===== src/hdl/sdm_pkg.sv =====
// Shared constants and types for the SDRAM direct-mode block.
// Assumes a single 50 MHz clock domain and a 16-bit register port.
package sdm_pkg;
   // ==========================================================
   // Register map (word index on the register port)
   localparam logic [7:0] SDM_REG_CTRL = 8'h00;
   localparam logic [7:0] SDM_REG_DCMD = 8'h01;
   localparam logic [7:0] SDM_REG_CFG  = 8'h02;

   // ==========================================================
   // Control register fields
   localparam int SDM_CTRL_REQ  = 0;
   localparam int SDM_CTRL_ACK  = 1;
   localparam int SDM_CTRL_SIZE = 2;
   localparam int SDM_CTRL_BUSY = 3;

   // ==========================================================
   // Direct-command register fields
   localparam int SDM_DC_A10 = 0;
   localparam int SDM_DC_WE  = 1;
   localparam int SDM_DC_CAS = 2;
   localparam int SDM_DC_RAS = 3;
   localparam int SDM_DC_CS  = 4;
   localparam int SDM_DC_CKE = 5;
   localparam logic [5:0] SDM_DCMD_RST = 6'h00;
   localparam logic       SDM_CKE_RST  = 1'h1;

   // ==========================================================
   // Configuration register fields (reset-time settings)
   localparam int SDM_CFG_SIZE  = 0;
   localparam int SDM_CFG_SECOND_ROM_SELECT_ENABLE = 1;
   localparam int SDM_CFG_RSZ   = 2;

   // ==========================================================
   // Mode word: CAS latency 3, linear wrap, burst length 4
   localparam logic [9:0] SDM_MODE_WORD = 10'h032;

   // ==========================================================
   // SDRAM address map
   localparam logic [23:0] SDM_SDR16_END = 24'h9F_FFFF;

   // ==========================================================
   // Second ROM base by ROM size code
   localparam logic [2:0]  SDM_RSZ_NONE = 3'h7;
   localparam logic [2:0]  SDM_RSZ_6    = 3'h6;
   localparam logic [2:0]  SDM_RSZ_5    = 3'h5;
   localparam logic [2:0]  SDM_RSZ_4    = 3'h4;
   localparam logic [2:0]  SDM_RSZ_3    = 3'h3;
   localparam logic [23:0] SDM_ROM2_B6  = 24'h20_0000;
   localparam logic [23:0] SDM_ROM2_B5  = 24'h10_0000;
   localparam logic [23:0] SDM_ROM2_B4  = 24'h08_0000;
   localparam logic [23:0] SDM_ROM2_B3  = 24'h04_0000;
   localparam logic [23:0] SDM_ROM2_BX  = 24'h02_0000;

   typedef enum logic [1:0] {SDM_IDLE, SDM_EXEC, SDM_ACK} sdm_state_e;
endpackage


===== src/hdl/sdm_dec_if.sv =====
// Interface between the control block and its address decoder.
// Assumes both ends share clk_i.
interface sdm_dec_if;
   logic [23:0] addr;
   logic        size64;
   logic        second_rom_select_enable;
   logic [2:0]  rsize;
   logic        sdram_hit;
   logic [1:0]  region;
   logic [1:0]  ba;
   logic        rom2_hit;
   modport dec (input addr, size64, second_rom_select_enable, rsize,
                output sdram_hit, region, ba, rom2_hit);
   modport ctl (output addr, size64, second_rom_select_enable, rsize,
                input sdram_hit, region, ba, rom2_hit);
endinterface


===== src/hdl/sdm_direct_ctrl.sv =====
// Top of the SDRAM direct-mode block: register port, four-phase
// direct-mode handshake, SDRAM control pin mux, memory map outputs.
// Assumes a synchronous register master and that the normal access
// state machines drive the norm_* inputs outside direct mode.
//
// The plain strobed port and the register addresses are this design's own decisions.
module sdm_direct_ctrl
   import sdm_pkg::*;
#(
   parameter int AW = 8,
   parameter int DW = 16
) (
   input  wire logic          clk_i,
   input  wire logic          rst_i,
   input  wire logic [AW-1:0] reg_addr_i,
   input  wire logic [DW-1:0] reg_wdata_i,
   input  wire logic          reg_wr_i,
   input  wire logic          reg_rd_i,
   output logic      [DW-1:0] reg_rdata_o,
   input  wire logic          strap_size64_i,
   input  wire logic          strap_second_rom_select_enable_i,
   input  wire logic [2:0]    strap_rsize_i,
   input  wire logic          norm_cke_i,
   input  wire logic          norm_cs_n_i,
   input  wire logic          norm_ras_n_i,
   input  wire logic          norm_cas_n_i,
   input  wire logic          norm_we_n_i,
   input  wire logic [11:0]   norm_addr_i,
   input  wire logic [23:0]   acc_addr_i,
   input  wire logic          acc_valid_i,
   output logic               sdram_cke_o,
   output logic               sdram_cs_n_o,
   output logic               sdram_ras_n_o,
   output logic               sdram_cas_n_o,
   output logic               sdram_we_n_o,
   output logic      [11:0]   sdram_addr_o,
   output logic      [1:0]    sdram_ba_o,
   output logic               sdram_hit_o,
   output logic      [1:0]    sdram_region_o,
   output logic               rom2_cs_n_o,
   output logic               direct_ack_o
);
   typedef struct packed {
      sdm_state_e  st;
      logic        req;
      logic        ack;
      logic [5:0]  dcmd;
      logic        cke_hold;
      logic        cfg_done;
      logic        size64;
      logic        second_rom_select_enable;
      logic [2:0]  rsize;
      logic [DW-1:0] rdata;
      logic        cke;
      logic        cs_n;
      logic        ras_n;
      logic        cas_n;
      logic        we_n;
      logic [11:0] addr;
      logic [1:0]  ba;
      logic        hit;
      logic [1:0]  region;
      logic        rom2_cs_n;
   } sdm_state_s;

   sdm_state_s s_r;
   sdm_state_s s_nxt;
   sdm_dec_if  dif ();
   logic       is_mrs;
   logic       direct;

   // ==========================================================
   // Address decoder
   assign dif.addr   = acc_addr_i;
   assign dif.size64 = s_r.size64;
   assign dif.second_rom_select_enable  = s_r.second_rom_select_enable;
   assign dif.rsize  = s_r.rsize;

   sdm_addr_decode u_dec (
      .clk_i (clk_i),
      .rst_i (rst_i),
      .dec   (dif)
   );

   // Mode-set is all strobes low with select low
   assign is_mrs = s_r.dcmd[4:1] == 4'h0;
   // Direct mode covers the request and the whole handshake
   assign direct = s_r.req || s_r.st != SDM_IDLE;

   // ==========================================================
   // Next state
   always_comb begin
      s_nxt = s_r;
      // Straps are caught once, on the first edge after reset
      if (!s_r.cfg_done) begin
         s_nxt.cfg_done = 1'b1;
         s_nxt.size64   = strap_size64_i;
         s_nxt.second_rom_select_enable    = strap_second_rom_select_enable_i;
         s_nxt.rsize    = strap_rsize_i;
      end

      // Register writes; acknowledge has no write path
      if (reg_wr_i) begin
         if (reg_addr_i == SDM_REG_CTRL) begin
            s_nxt.req = reg_wdata_i[SDM_CTRL_REQ];
         end
         if (reg_addr_i == SDM_REG_DCMD) begin
            s_nxt.dcmd = reg_wdata_i[5:0];
         end
      end

      // Read data stands the cycle after the strobe only
      s_nxt.rdata = '0;
      if (reg_rd_i) begin
         unique case (reg_addr_i)
            SDM_REG_CTRL: begin
               s_nxt.rdata[SDM_CTRL_REQ]  = s_r.req;
               s_nxt.rdata[SDM_CTRL_ACK]  = s_r.ack;
               s_nxt.rdata[SDM_CTRL_SIZE] = s_r.size64;
               s_nxt.rdata[SDM_CTRL_BUSY] = s_r.st != SDM_IDLE;
            end
            SDM_REG_DCMD: s_nxt.rdata[5:0] = s_r.dcmd;
            SDM_REG_CFG: begin
               s_nxt.rdata[SDM_CFG_SIZE]  = s_r.size64;
               s_nxt.rdata[SDM_CFG_SECOND_ROM_SELECT_ENABLE] = s_r.second_rom_select_enable;
               s_nxt.rdata[SDM_CFG_RSZ+:3] = s_r.rsize;
            end
            default: s_nxt.rdata = '0;
         endcase
      end

      // Four-phase handshake
      unique case (s_r.st)
         SDM_IDLE: begin
            // A new command only on a fresh request
            if (s_r.req && !s_r.ack) begin
               s_nxt.st = SDM_EXEC;
            end
         end
         SDM_EXEC: begin
            // Command was on the pins this cycle, now acknowledge
            s_nxt.st  = SDM_ACK;
            s_nxt.ack = 1'b1;
         end
         SDM_ACK: begin
            // Acknowledge stays while request stays, then drops
            if (!s_r.req) begin
               s_nxt.st  = SDM_IDLE;
               s_nxt.ack = 1'b0;
            end
         end
      endcase

      // Pin mux; all pins are registered for clean timing
      if (s_nxt.st == SDM_EXEC) begin
         // Present the stored pattern for exactly one cycle
         s_nxt.cke      = s_r.dcmd[SDM_DC_CKE];
         s_nxt.cs_n     = s_r.dcmd[SDM_DC_CS];
         s_nxt.ras_n    = s_r.dcmd[SDM_DC_RAS];
         s_nxt.cas_n    = s_r.dcmd[SDM_DC_CAS];
         s_nxt.we_n     = s_r.dcmd[SDM_DC_WE];
         s_nxt.cke_hold = s_r.dcmd[SDM_DC_CKE];
         s_nxt.addr     = '0;
         s_nxt.addr[10] = s_r.dcmd[SDM_DC_A10];
         if (is_mrs && !s_r.dcmd[SDM_DC_CS]) begin
            s_nxt.addr[9:0] = SDM_MODE_WORD;
         end
         s_nxt.ba = '0;
      end else if (direct || s_r.req) begin
         // Bypass: deselect, keep the last commanded clock enable
         s_nxt.cke   = s_r.cke_hold;
         s_nxt.cs_n  = 1'b1;
         s_nxt.ras_n = 1'b1;
         s_nxt.cas_n = 1'b1;
         s_nxt.we_n  = 1'b1;
         s_nxt.addr  = '0;
         s_nxt.ba    = '0;
      end else begin
         // Normal access hardware owns the pins
         s_nxt.cke   = norm_cke_i;
         s_nxt.cs_n  = norm_cs_n_i;
         s_nxt.ras_n = norm_ras_n_i;
         s_nxt.cas_n = norm_cas_n_i;
         s_nxt.we_n  = norm_we_n_i;
         s_nxt.addr  = norm_addr_i;
         s_nxt.ba    = dif.ba;
      end

      // Memory map outputs
      s_nxt.hit       = dif.sdram_hit;
      s_nxt.region    = dif.region;
      s_nxt.rom2_cs_n = !(acc_valid_i && dif.rom2_hit);
   end

   // ==========================================================
   // State register
   always_ff @(posedge clk_i or posedge rst_i) begin
      if (rst_i) begin
         s_r           <= '0;
         s_r.st        <= SDM_IDLE;
         s_r.dcmd      <= SDM_DCMD_RST;
         s_r.cke_hold  <= SDM_CKE_RST;
         s_r.cke       <= SDM_CKE_RST;
         s_r.cs_n      <= 1'b1;
         s_r.ras_n     <= 1'b1;
         s_r.cas_n     <= 1'b1;
         s_r.we_n      <= 1'b1;
         s_r.second_rom_select_enable     <= 1'b1;
         s_r.rom2_cs_n <= 1'b1;
      end else begin
         s_r <= s_nxt;
      end
   end

   // ==========================================================
   // Outputs
   assign reg_rdata_o    = s_r.rdata;
   assign sdram_cke_o    = s_r.cke;
   assign sdram_cs_n_o   = s_r.cs_n;
   assign sdram_ras_n_o  = s_r.ras_n;
   assign sdram_cas_n_o  = s_r.cas_n;
   assign sdram_we_n_o   = s_r.we_n;
   assign sdram_addr_o   = s_r.addr;
   assign sdram_ba_o     = s_r.ba;
   assign sdram_hit_o    = s_r.hit;
   assign sdram_region_o = s_r.region;
   assign rom2_cs_n_o    = s_r.rom2_cs_n;
   assign direct_ack_o   = s_r.ack;

   // ==========================================================
   // Checks
   property p_ack_after_exec;
      @(posedge clk_i) disable iff (rst_i)
      $rose(s_r.ack) |-> $past(s_r.st) == SDM_EXEC;
   endproperty
   a_ack_after_exec: assert property (p_ack_after_exec)
      else $error("ack rose without command");

   property p_ack_hold;
      @(posedge clk_i) disable iff (rst_i)
      (s_r.ack && s_r.req) |=> s_r.ack;
   endproperty
   a_ack_hold: assert property (p_ack_hold)
      else $error("ack dropped under request");

   property p_ack_drop;
      @(posedge clk_i) disable iff (rst_i)
      (s_r.ack && !s_r.req) |=> !s_r.ack;
   endproperty
   a_ack_drop: assert property (p_ack_drop)
      else $error("ack not cleared in one cycle");

   property p_idle_quiet;
      @(posedge clk_i) disable iff (rst_i)
      (s_r.st == SDM_IDLE && (!s_r.req || s_r.ack)) |=> s_r.st != SDM_EXEC;
   endproperty
   a_idle_quiet: assert property (p_idle_quiet)
      else $error("command without new request");

   property p_pattern;
      @(posedge clk_i) disable iff (rst_i)
      (s_r.st == SDM_EXEC) |-> sdram_cs_n_o == $past(s_r.dcmd[SDM_DC_CS])
         && sdram_ras_n_o == $past(s_r.dcmd[SDM_DC_RAS])
         && sdram_cke_o == $past(s_r.dcmd[SDM_DC_CKE])
         && sdram_addr_o[10] == $past(s_r.dcmd[SDM_DC_A10]);
   endproperty
   a_pattern: assert property (p_pattern)
      else $error("pins differ from command pattern");

   property p_mode_word;
      @(posedge clk_i) disable iff (rst_i)
      (s_r.st == SDM_EXEC && !sdram_cs_n_o && !sdram_ras_n_o
         && !sdram_cas_n_o && !sdram_we_n_o)
         |-> sdram_addr_o[9:0] == SDM_MODE_WORD;
   endproperty
   a_mode_word: assert property (p_mode_word)
      else $error("mode word wrong");

   property p_once;
      @(posedge clk_i) disable iff (rst_i)
      (s_r.st == SDM_EXEC) |=> (s_r.st == SDM_ACK) [*1] ##0 sdram_cs_n_o;
   endproperty
   a_once: assert property (p_once)
      else $error("command driven twice");

   property p_bypass;
      @(posedge clk_i) disable iff (rst_i)
      (s_r.st == SDM_ACK) |-> sdram_cs_n_o && sdram_we_n_o;
   endproperty
   a_bypass: assert property (p_bypass)
      else $error("pins not bypassed in direct mode");

   property p_normal;
      @(posedge clk_i) disable iff (rst_i)
      (s_r.st == SDM_IDLE && !s_r.req)
         |=> sdram_cs_n_o == $past(norm_cs_n_i);
   endproperty
   a_normal: assert property (p_normal)
      else $error("normal pins not passed");

   property p_rom2_off;
      @(posedge clk_i) disable iff (rst_i)
      (s_r.cfg_done && (s_r.second_rom_select_enable || s_r.rsize == SDM_RSZ_NONE))
         |=> rom2_cs_n_o;
   endproperty
   a_rom2_off: assert property (p_rom2_off)
      else $error("second ROM selected while disabled");

   // Only the request bit of the control word has a write path
   property p_req_write;
      @(posedge clk_i) disable iff (rst_i)
      (reg_wr_i && reg_addr_i == SDM_REG_CTRL)
         |=> s_r.req == $past(reg_wdata_i[SDM_CTRL_REQ]);
   endproperty
   a_req_write: assert property (p_req_write)
      else $error("request flag not written");

   property p_idle_no_ack;
      @(posedge clk_i) disable iff (rst_i)
      (s_r.st == SDM_IDLE) |-> !s_r.ack;
   endproperty
   a_idle_no_ack: assert property (p_idle_no_ack)
      else $error("ack set while idle");

   // Address and bank lines stay parked while acknowledge is held
   property p_bypass_addr;
      @(posedge clk_i) disable iff (rst_i)
      (s_r.st == SDM_ACK) |-> sdram_addr_o == 12'h000 && sdram_ba_o == 2'h0;
   endproperty
   a_bypass_addr: assert property (p_bypass_addr)
      else $error("address not parked in direct mode");
endmodule


===== src/hdl/sdm_addr_decode.sv =====
// Address decoder: SDRAM bank ranges and second ROM window.
// Assumes configuration inputs stay stable after reset.
module sdm_addr_decode
   import sdm_pkg::*;
(
   input wire logic clk_i,
   input wire logic rst_i,
   sdm_dec_if.dec   dec
);
   logic [23:0] base;

   // ==========================================================
   // Second ROM base follows the ROM size code
   always_comb begin
      unique case (dec.rsize)
         SDM_RSZ_6: base = SDM_ROM2_B6;
         SDM_RSZ_5: base = SDM_ROM2_B5;
         SDM_RSZ_4: base = SDM_ROM2_B4;
         SDM_RSZ_3: base = SDM_ROM2_B3;
         default:   base = SDM_ROM2_BX;
      endcase
   end

   // ==========================================================
   // Bank ranges and bank select bits per device size
   always_comb begin
      dec.sdram_hit = dec.addr[23] &&
         (dec.size64 || dec.addr <= SDM_SDR16_END);
      dec.region = dec.size64 ? dec.addr[22:21] : {1'b0, dec.addr[20]};
      dec.ba = dec.size64 ? dec.addr[13:12] : {1'b0, dec.addr[11]};
      // Window spans one device of the coded size, from the base up to twice the base
      dec.rom2_hit = !dec.second_rom_select_enable && dec.rsize != SDM_RSZ_NONE
         && dec.addr >= base && dec.addr < {base[22:0], 1'b0};
   end

   property p_bank16;
      @(posedge clk_i) disable iff (rst_i)
      (!dec.size64 && dec.sdram_hit) |-> dec.addr[23:21] == 3'h4
         && dec.region == {1'b0, dec.addr[20]};
   endproperty
   a_bank16: assert property (p_bank16) else $error("16M bank range wrong");

   property p_ba_sel;
      @(posedge clk_i) disable iff (rst_i)
      dec.size64 |-> dec.ba == dec.addr[13:12];
   endproperty
   a_ba_sel: assert property (p_ba_sel) else $error("bank bits wrong");
endmodule


===== config.mk =====
export PLATFORM = sky130hd
export DESIGN_NAME = sdm_direct_ctrl
export DESIGN_NICKNAME = d
export VERILOG_FILES = /design/src/hdl/sdm_pkg.sv /design/src/hdl/sdm_dec_if.sv /design/src/hdl/sdm_direct_ctrl.sv /design/src/hdl/sdm_addr_decode.sv
export SDC_FILE = /design/constraint.sdc
export NUM_CORES = 1
export LEC_CHECK = 0
export BUFFER_PORTS_ARGS = -buffer_cell sky130_fd_sc_hd__buf_2
export CORE_AREA = 10 10 84 86
export CTS_CLUSTER_DIAMETER = 40
export DETAILED_ROUTE_END_ITERATION = 16
export DIE_AREA = 0 0 94 96
export GPL_TIMING_DRIVEN = 0
export PLACE_DENSITY = 0.77
export SLEW_MARGIN = 20
export SYNTH_ARGS = -nofsm -noshare
export SYNTH_HDL_FRONTEND = slang
export SYNTH_SLANG_ARGS = --single-unit

===== constraint.sdc =====
create_clock -name clk_i -period 2.2 [get_ports clk_i]
set_input_delay 0.11 -clock clk_i [delete_from_list [all_inputs] [get_ports clk_i]]
set_output_delay 0.11 -clock clk_i [all_outputs]
set_load 0.1 [all_outputs]

==> impl_results.html <==
<table>
<tr><th>Metric</th><th>Value</th></tr>
<tr><th colspan="2">Outcome</th></tr>
<tr><td>Run status</td><td>finished, final reports clean</td></tr>
<tr><th colspan="2">Critical path</th></tr>
<tr><td>CP Data Arrival Time</td><td>2.24 ns</td></tr>
<tr><td>Max stage delay cell, worst path</td><td>sky130_fd_sc_hd__dfrtp_1</td></tr>
<tr><td>Depth of the worst register-to-register path</td><td>8</td></tr>
<tr><td>Required time of the critical path</td><td>2.39 ns</td></tr>
<tr><td>Critical path origin</td><td>s_r[54]</td></tr>
<tr><td>Startpoint type of the worst setup path</td><td>register</td></tr>
<tr><td>Launch point of the worst reg-to-reg path</td><td>s_r[54]</td></tr>
<tr><td>Slowest Stage Delay on Critical Path</td><td>0.38 ns</td></tr>
<tr><td>Critical path class</td><td>register to register</td></tr>
<tr><td>Setup crit end kind</td><td>register</td></tr>
<tr><td>Cell-by-cell trace of the critical path</td><td>inv_1 &gt; ha_1 &gt; a2bb2oi_1 &gt; o22ai_1 &gt; o211a_2 &gt; nor2b_2 &gt; clkbuf_2 &gt; and3_1</td></tr>
<tr><td>Critical Path Fanout Max</td><td>10</td></tr>
<tr><th colspan="2">Synth</th></tr>
<tr><td>Cell area after synthesis</td><td>0.00241 sq mm</td></tr>
<tr><td>Sequential cell area fraction in the yosys report</td><td>48.2%</td></tr>
<tr><td>Top cell type's share of synthesized area</td><td>39.5%</td></tr>
<tr><td>Number of instances in the synthesized netlist</td><td>225</td></tr>
<tr><td>Average cell area after synthesis</td><td>10.7 sq um</td></tr>
<tr><td>Library cell occupying the most area in the post-synthesis netlist</td><td>sky130_fd_sc_hd__dfrtp_1</td></tr>
<tr><td>Flip-flop and latch count after synthesis</td><td>46</td></tr>
<tr><td>Cells taking the most area after synthesis</td><td>sky130_fd_sc_hd__dfrtp_1 40%, sky130_fd_sc_hd__buf_4 10%, sky130_fd_sc_hd__dfstp_2 8.7%, sky130_fd_sc_hd__ha_1 6.2%, sky130_fd_sc_hd__mux2_2 5.6%</td></tr>
<tr><td>Yosys Warn Count</td><td>0</td></tr>
<tr><td>Unique masters post-synth</td><td>42</td></tr>
<tr><th colspan="2">Routing</th></tr>
<tr><td>Drt pass-1 iters</td><td>4</td></tr>
<tr><td>DR iter-0 viols</td><td>109</td></tr>
<tr><td>Final routed wire length divided by cell count</td><td>14.3 um</td></tr>
<tr><td>Final WL</td><td>5840 um</td></tr>
<tr><td>DR top layer</td><td>met4</td></tr>
<tr><td>Detail Route Antenna Nets</td><td>0</td></tr>
<tr><td>Via density</td><td>4.71</td></tr>
<tr><td>Vias after detailed routing</td><td>1923</td></tr>
<tr><td>Detailed-route wire length on metal 1</td><td>2200 um</td></tr>
<tr><td>Met3 wirelength from detailed routing</td><td>490 um</td></tr>
<tr><td>DRC errors left</td><td>0</td></tr>
<tr><td>Routed length on met2</td><td>3080 um</td></tr>
<tr><th colspan="2">Clocking</th></tr>
<tr><td>Sink Count</td><td>46</td></tr>
<tr><td>H-tree levels</td><td>2</td></tr>
<tr><td>CTS Buf Count</td><td>5</td></tr>
<tr><td>Clock insertion delay at the later pin of the skew report</td><td>0.30 ns</td></tr>
<tr><td>Worst-path clk slew</td><td>0.09 ns</td></tr>
<tr><td>Number of buffers on the longest clock path</td><td>2</td></tr>
<tr><td>Clock tree from TritonCTS</td><td>built</td></tr>
<tr><td>Clock Root Buffer</td><td>sky130_fd_sc_hd__clkbuf_8</td></tr>
<tr><th colspan="2">Timing</th></tr>
<tr><td>Number of max-slew violations in the final report</td><td>0</td></tr>
<tr><td>Worst rel slew slack</td><td>59.4%</td></tr>
<tr><td>Tcrit/Tclk final</td><td>93.1%</td></tr>
<tr><td>Min Tclk post-route</td><td>2.05 ns</td></tr>
<tr><td>Setup violators final</td><td>0</td></tr>
<tr><td>Tightest Pin Transition</td><td>0.603 ns</td></tr>
<tr><td>Unrepaired setup endpoints after global routing</td><td>no</td></tr>
<tr><td>Hold Fails Final Rpt</td><td>0</td></tr>
<tr><td>Maximum achievable frequency</td><td>488 MHz</td></tr>
<tr><td>Clock Skews</td><td>0.00590 ns</td></tr>
<tr><td>Worst Hold Slack</td><td>0.0136 ns</td></tr>
<tr><th colspan="2">Power</th></tr>
<tr><td>Fraction of power consumed by sequential logic</td><td>27.0%</td></tr>
<tr><td>Switch Pwr</td><td>2.34 mW</td></tr>
<tr><td>Cell-internal power</td><td>2.10 mW</td></tr>
<tr><td>Sw frac</td><td>52.6%</td></tr>
<tr><td>Leakage power of the design</td><td>1.61 nW</td></tr>
<tr><td>Post-layout total power</td><td>4.44 mW</td></tr>
<tr><td>Power density over the cells</td><td>1400 mW/mm^2</td></tr>
<tr><td>Highest ir drop seen on vdd</td><td>1130 uV</td></tr>
<tr><td>Clock share of power</td><td>14.1%</td></tr>
<tr><td>Part of the power in combinational logic</td><td>58.8%</td></tr>
<tr><th colspan="2">Final layout</th></tr>
<tr><td>Final net count</td><td>422</td></tr>
<tr><td>Diode insertion count for antenna repair</td><td>0</td></tr>
<tr><td>Non-filler instance count after layout</td><td>408</td></tr>
<tr><td>Filler Cell Count</td><td>479</td></tr>
<tr><td>Utilization of the core after routing</td><td>58.5%</td></tr>
<tr><td>Share of final-layout standard cells stronger than drive strength 1</td><td>50.0%</td></tr>
<tr><td>Synth-to-layout area growth</td><td>31.3%</td></tr>
<tr><th colspan="2">Floorplan</th></tr>
<tr><td>Number of placement rows</td><td>27</td></tr>
<tr><td>Initial core utilization</td><td>44.5%</td></tr>
<tr><td>Placeable Area</td><td>0.00541 sq mm</td></tr>
<tr><td># IOs</td><td>115</td></tr>
<tr><td>Area of the die</td><td>0.00902 sq mm</td></tr>
<tr><td>Height of the die</td><td>96 um</td></tr>
<tr><td>Die extent in x</td><td>94 um</td></tr>
<tr><th colspan="2">GRT</th></tr>
<tr><td>Number of global-route vias before repair</td><td>1964</td></tr>
<tr><td>First-pass GRT wire length</td><td>9270 um</td></tr>
<tr><td>Pin count of the biggest net entering global routing</td><td>35</td></tr>
<tr><td>Number of antenna violations at the first check in global routing</td><td>0</td></tr>
<tr><td>Overall routing resource usage</td><td>13.1%</td></tr>
<tr><td>Global-route congestion overflow total</td><td>0</td></tr>
<tr><th colspan="2">Worst hold path</th></tr>
<tr><td>Worst hold path startpoint</td><td>norm_addr_i[7]</td></tr>
<tr><td>Number of cells on the worst hold path</td><td>2</td></tr>
<tr><td>Worst min path class</td><td>primary input to register</td></tr>
<tr><th colspan="2">Placement</th></tr>
<tr><td>Placed cell count</td><td>400</td></tr>
<tr><td>Sum of net half-perimeters after detailed placement</td><td>4830 um</td></tr>
<tr><td>I/O Buffers</td><td>93</td></tr>
<tr><td>Routability cong.</td><td>0.768</td></tr>
<tr><th colspan="2">Run</th></tr>
<tr><td>Max-cap viol count</td><td>0</td></tr>
</table>
[Yosys cell counts]
library cell / instances
sky130_fd_sc_hd__o211a_1: 1
sky130_fd_sc_hd__and3_1: 2
sky130_fd_sc_hd__and4_1: 1
sky130_fd_sc_hd__buf_2: 1
sky130_fd_sc_hd__and2b_1: 1
sky130_fd_sc_hd__a2111oi_0: 1
sky130_fd_sc_hd__a2bb2oi_1: 1
sky130_fd_sc_hd__o21a_1: 1
sky130_fd_sc_hd__xor2_1: 1
sky130_fd_sc_hd__or4_4: 1
sky130_fd_sc_hd__conb_1: 2
sky130_fd_sc_hd__nand4_1: 1
sky130_fd_sc_hd__nor4bb_1: 1
sky130_fd_sc_hd__nor3b_1: 4
sky130_fd_sc_hd__nor3_4: 1
sky130_fd_sc_hd__nand3_1: 1
sky130_fd_sc_hd__nor2b_1: 2
sky130_fd_sc_hd__inv_1: 11
sky130_fd_sc_hd__mux2_2: 12
sky130_fd_sc_hd__buf_4: 32
sky130_fd_sc_hd__nor2b_2: 1
sky130_fd_sc_hd__a211oi_1: 1
sky130_fd_sc_hd__or3b_2: 1
sky130_fd_sc_hd__mux2_1: 1
sky130_fd_sc_hd__clkbuf_1: 4
sky130_fd_sc_hd__dfstp_2: 8
sky130_fd_sc_hd__or2_2: 1
sky130_fd_sc_hd__nand3_4: 1
sky130_fd_sc_hd__o21ai_0: 10
sky130_fd_sc_hd__a22o_1: 3
sky130_fd_sc_hd__ha_1: 12
sky130_fd_sc_hd__o22ai_1: 1
sky130_fd_sc_hd__o2111ai_1: 1
sky130_fd_sc_hd__nand3b_1: 3
sky130_fd_sc_hd__mux2i_1: 4
sky130_fd_sc_hd__and2_1: 9
sky130_fd_sc_hd__nor2_1: 16
sky130_fd_sc_hd__nor4_1: 4
sky130_fd_sc_hd__nor4b_1: 2
sky130_fd_sc_hd__a21oi_1: 14
sky130_fd_sc_hd__nand2_1: 12
sky130_fd_sc_hd__dfrtp_1: 38
[registers in the layout (all words and copies together), names as in the netlist, 2 cells and up]
signal	flops
dif.rsize	3
s_r	11
sdram_addr_o	12
sdram_region_o	2
reg_rdata_o	6
sdram_ba_o	2
[stage by stage]
step,area (sq um),setup WS [ns],TNS (ns)
finish,3160,0.152,0
floorplan,2440,0.120,0
detailed placement,3020,-0.0809,-0.0809
CTS,3140,0.0285,0
global route,3160,0.00397,0
global placement,3000,-0.0683,-0.0683
[layout make-up]
class | count | area [sq um] | share of cell area (%)
sequential | 46 | 1160 | 36.8
inverter | 11 | 41.3 | 1.31
multi-input combinational | 140 | 1000 | 31.6
tap | 72 | 90.1 | 2.85
timing repair buffer | 95 | 495 | 15.7
clock buffer | 5 | 68.8 | 2.18
buffer | 36 | 258 | 8.16
clock inverter | 3 | 43.8 | 1.39
[logic make-up (layout without fill, tap and decap cells)]
| kind of cell | count (synthesis) | in the layout | share of synthesized area [%] |
|---|---|---|---|
| other | 2 | 11 | 0.312 |
| buffers and inverters | 48 | 150 | 12.5 |
| multiplexers | 17 | 17 | 7.74 |
| AND/OR/NAND/NOR | 65 | 65 | 16.1 |
| XOR/XNOR | 1 | 1 | 0.364 |
| flip-flops | 46 | 46 | 48.2 |
| AO/OA/AOI/OAI | 34 | 34 | 8.47 |
| adder cells (fa/ha/maj) | 12 | 12 | 6.24 |
[placed cells by master, fill, tap and decap left out, types with 2 or more instances in the layout]
cell | Yosys | final
sky130_fd_sc_hd__dfstp_2 | 8 | 8
sky130_fd_sc_hd__nor2_1 | 16 | 16
sky130_fd_sc_hd__clkbuf_1 | 4 | 2
sky130_fd_sc_hd__nor2b_1 | 2 | 2
sky130_fd_sc_hd__and2_1 | 9 | 9
sky130_fd_sc_hd__clkbuf_8 | 0 | 5
sky130_fd_sc_hd__conb_1 | 2 | 11
sky130_fd_sc_hd__mux2i_1 | 4 | 4
sky130_fd_sc_hd__buf_4 | 32 | 32
sky130_fd_sc_hd__nand3b_1 | 3 | 3
sky130_fd_sc_hd__dfrtp_2 | 0 | 2
sky130_fd_sc_hd__ha_1 | 12 | 11
sky130_fd_sc_hd__o21ai_0 | 10 | 10
sky130_fd_sc_hd__nand2_1 | 12 | 12
sky130_fd_sc_hd__inv_1 | 11 | 10
sky130_fd_sc_hd__nor3b_1 | 4 | 4
sky130_fd_sc_hd__a21oi_1 | 14 | 14
sky130_fd_sc_hd__dfrtp_1 | 38 | 36
sky130_fd_sc_hd__and3_1 | 2 | 2
sky130_fd_sc_hd__mux2_2 | 12 | 12
sky130_fd_sc_hd__a22o_1 | 3 | 3
sky130_fd_sc_hd__nor4_1 | 4 | 4
sky130_fd_sc_hd__buf_2 | 1 | 94
sky130_fd_sc_hd__nor4b_1 | 2 | 2
[path summary, 6_finish.rpt]
path	to	slack (ns)
worst max-delay path	sdram_ba_o[1]	0.15
worst min-delay path	sdram_addr_o[7]	0.01
worst max register to register	sdram_ba_o[1]	0.15
worst min register to register	s_r[45]	0.52
max in group asynchronous	dif.second_rom_select_enable	1.38
min in group asynchronous	sdram_addr_o[2]	0.30
[layer usage]
layer  vias to the layer above  track usage (%)
li1                        944                -
met1                       906             13.6
met2                        66             23.5
met3                         7             5.53
met4                         0             3.80
met5                         -                0
[power by group through the flow]
stage	clock network [mW]	logic, mW	registers, mW
final	0.627	2.61	1.20
after global routing	0.691	2.77	1.23
after CTS	0.644	2.62	1.20
after detailed placement	0	2.61	1.22
after global placement	0	2.57	1.21
after floorplan	0	1.80	1.64
[critical path: cells and delay by family (launching register included)]
| kind | cells | cell delay, ns |
|---|---|---|
| compound gates | 3 | 0.66 |
| flops | 1 | 0.38 |
| fa+ha+maj | 1 | 0.35 |
| simple gates | 2 | 0.28 |
| buf+inv | 2 | 0.25 |
[what timing repair did]
| item | CTS | global route |
|---|---|---|
| resized for setup | 0 | 8 |
| endpoints found under the setup margin | 1 | 13 |
| endpoints found under the hold margin | 11 | 0 |
| hold buffers | 1 | 0 |
| setup buffers | 0 | 0 |
Note: power is estimated with default switching activity, not from simulation.
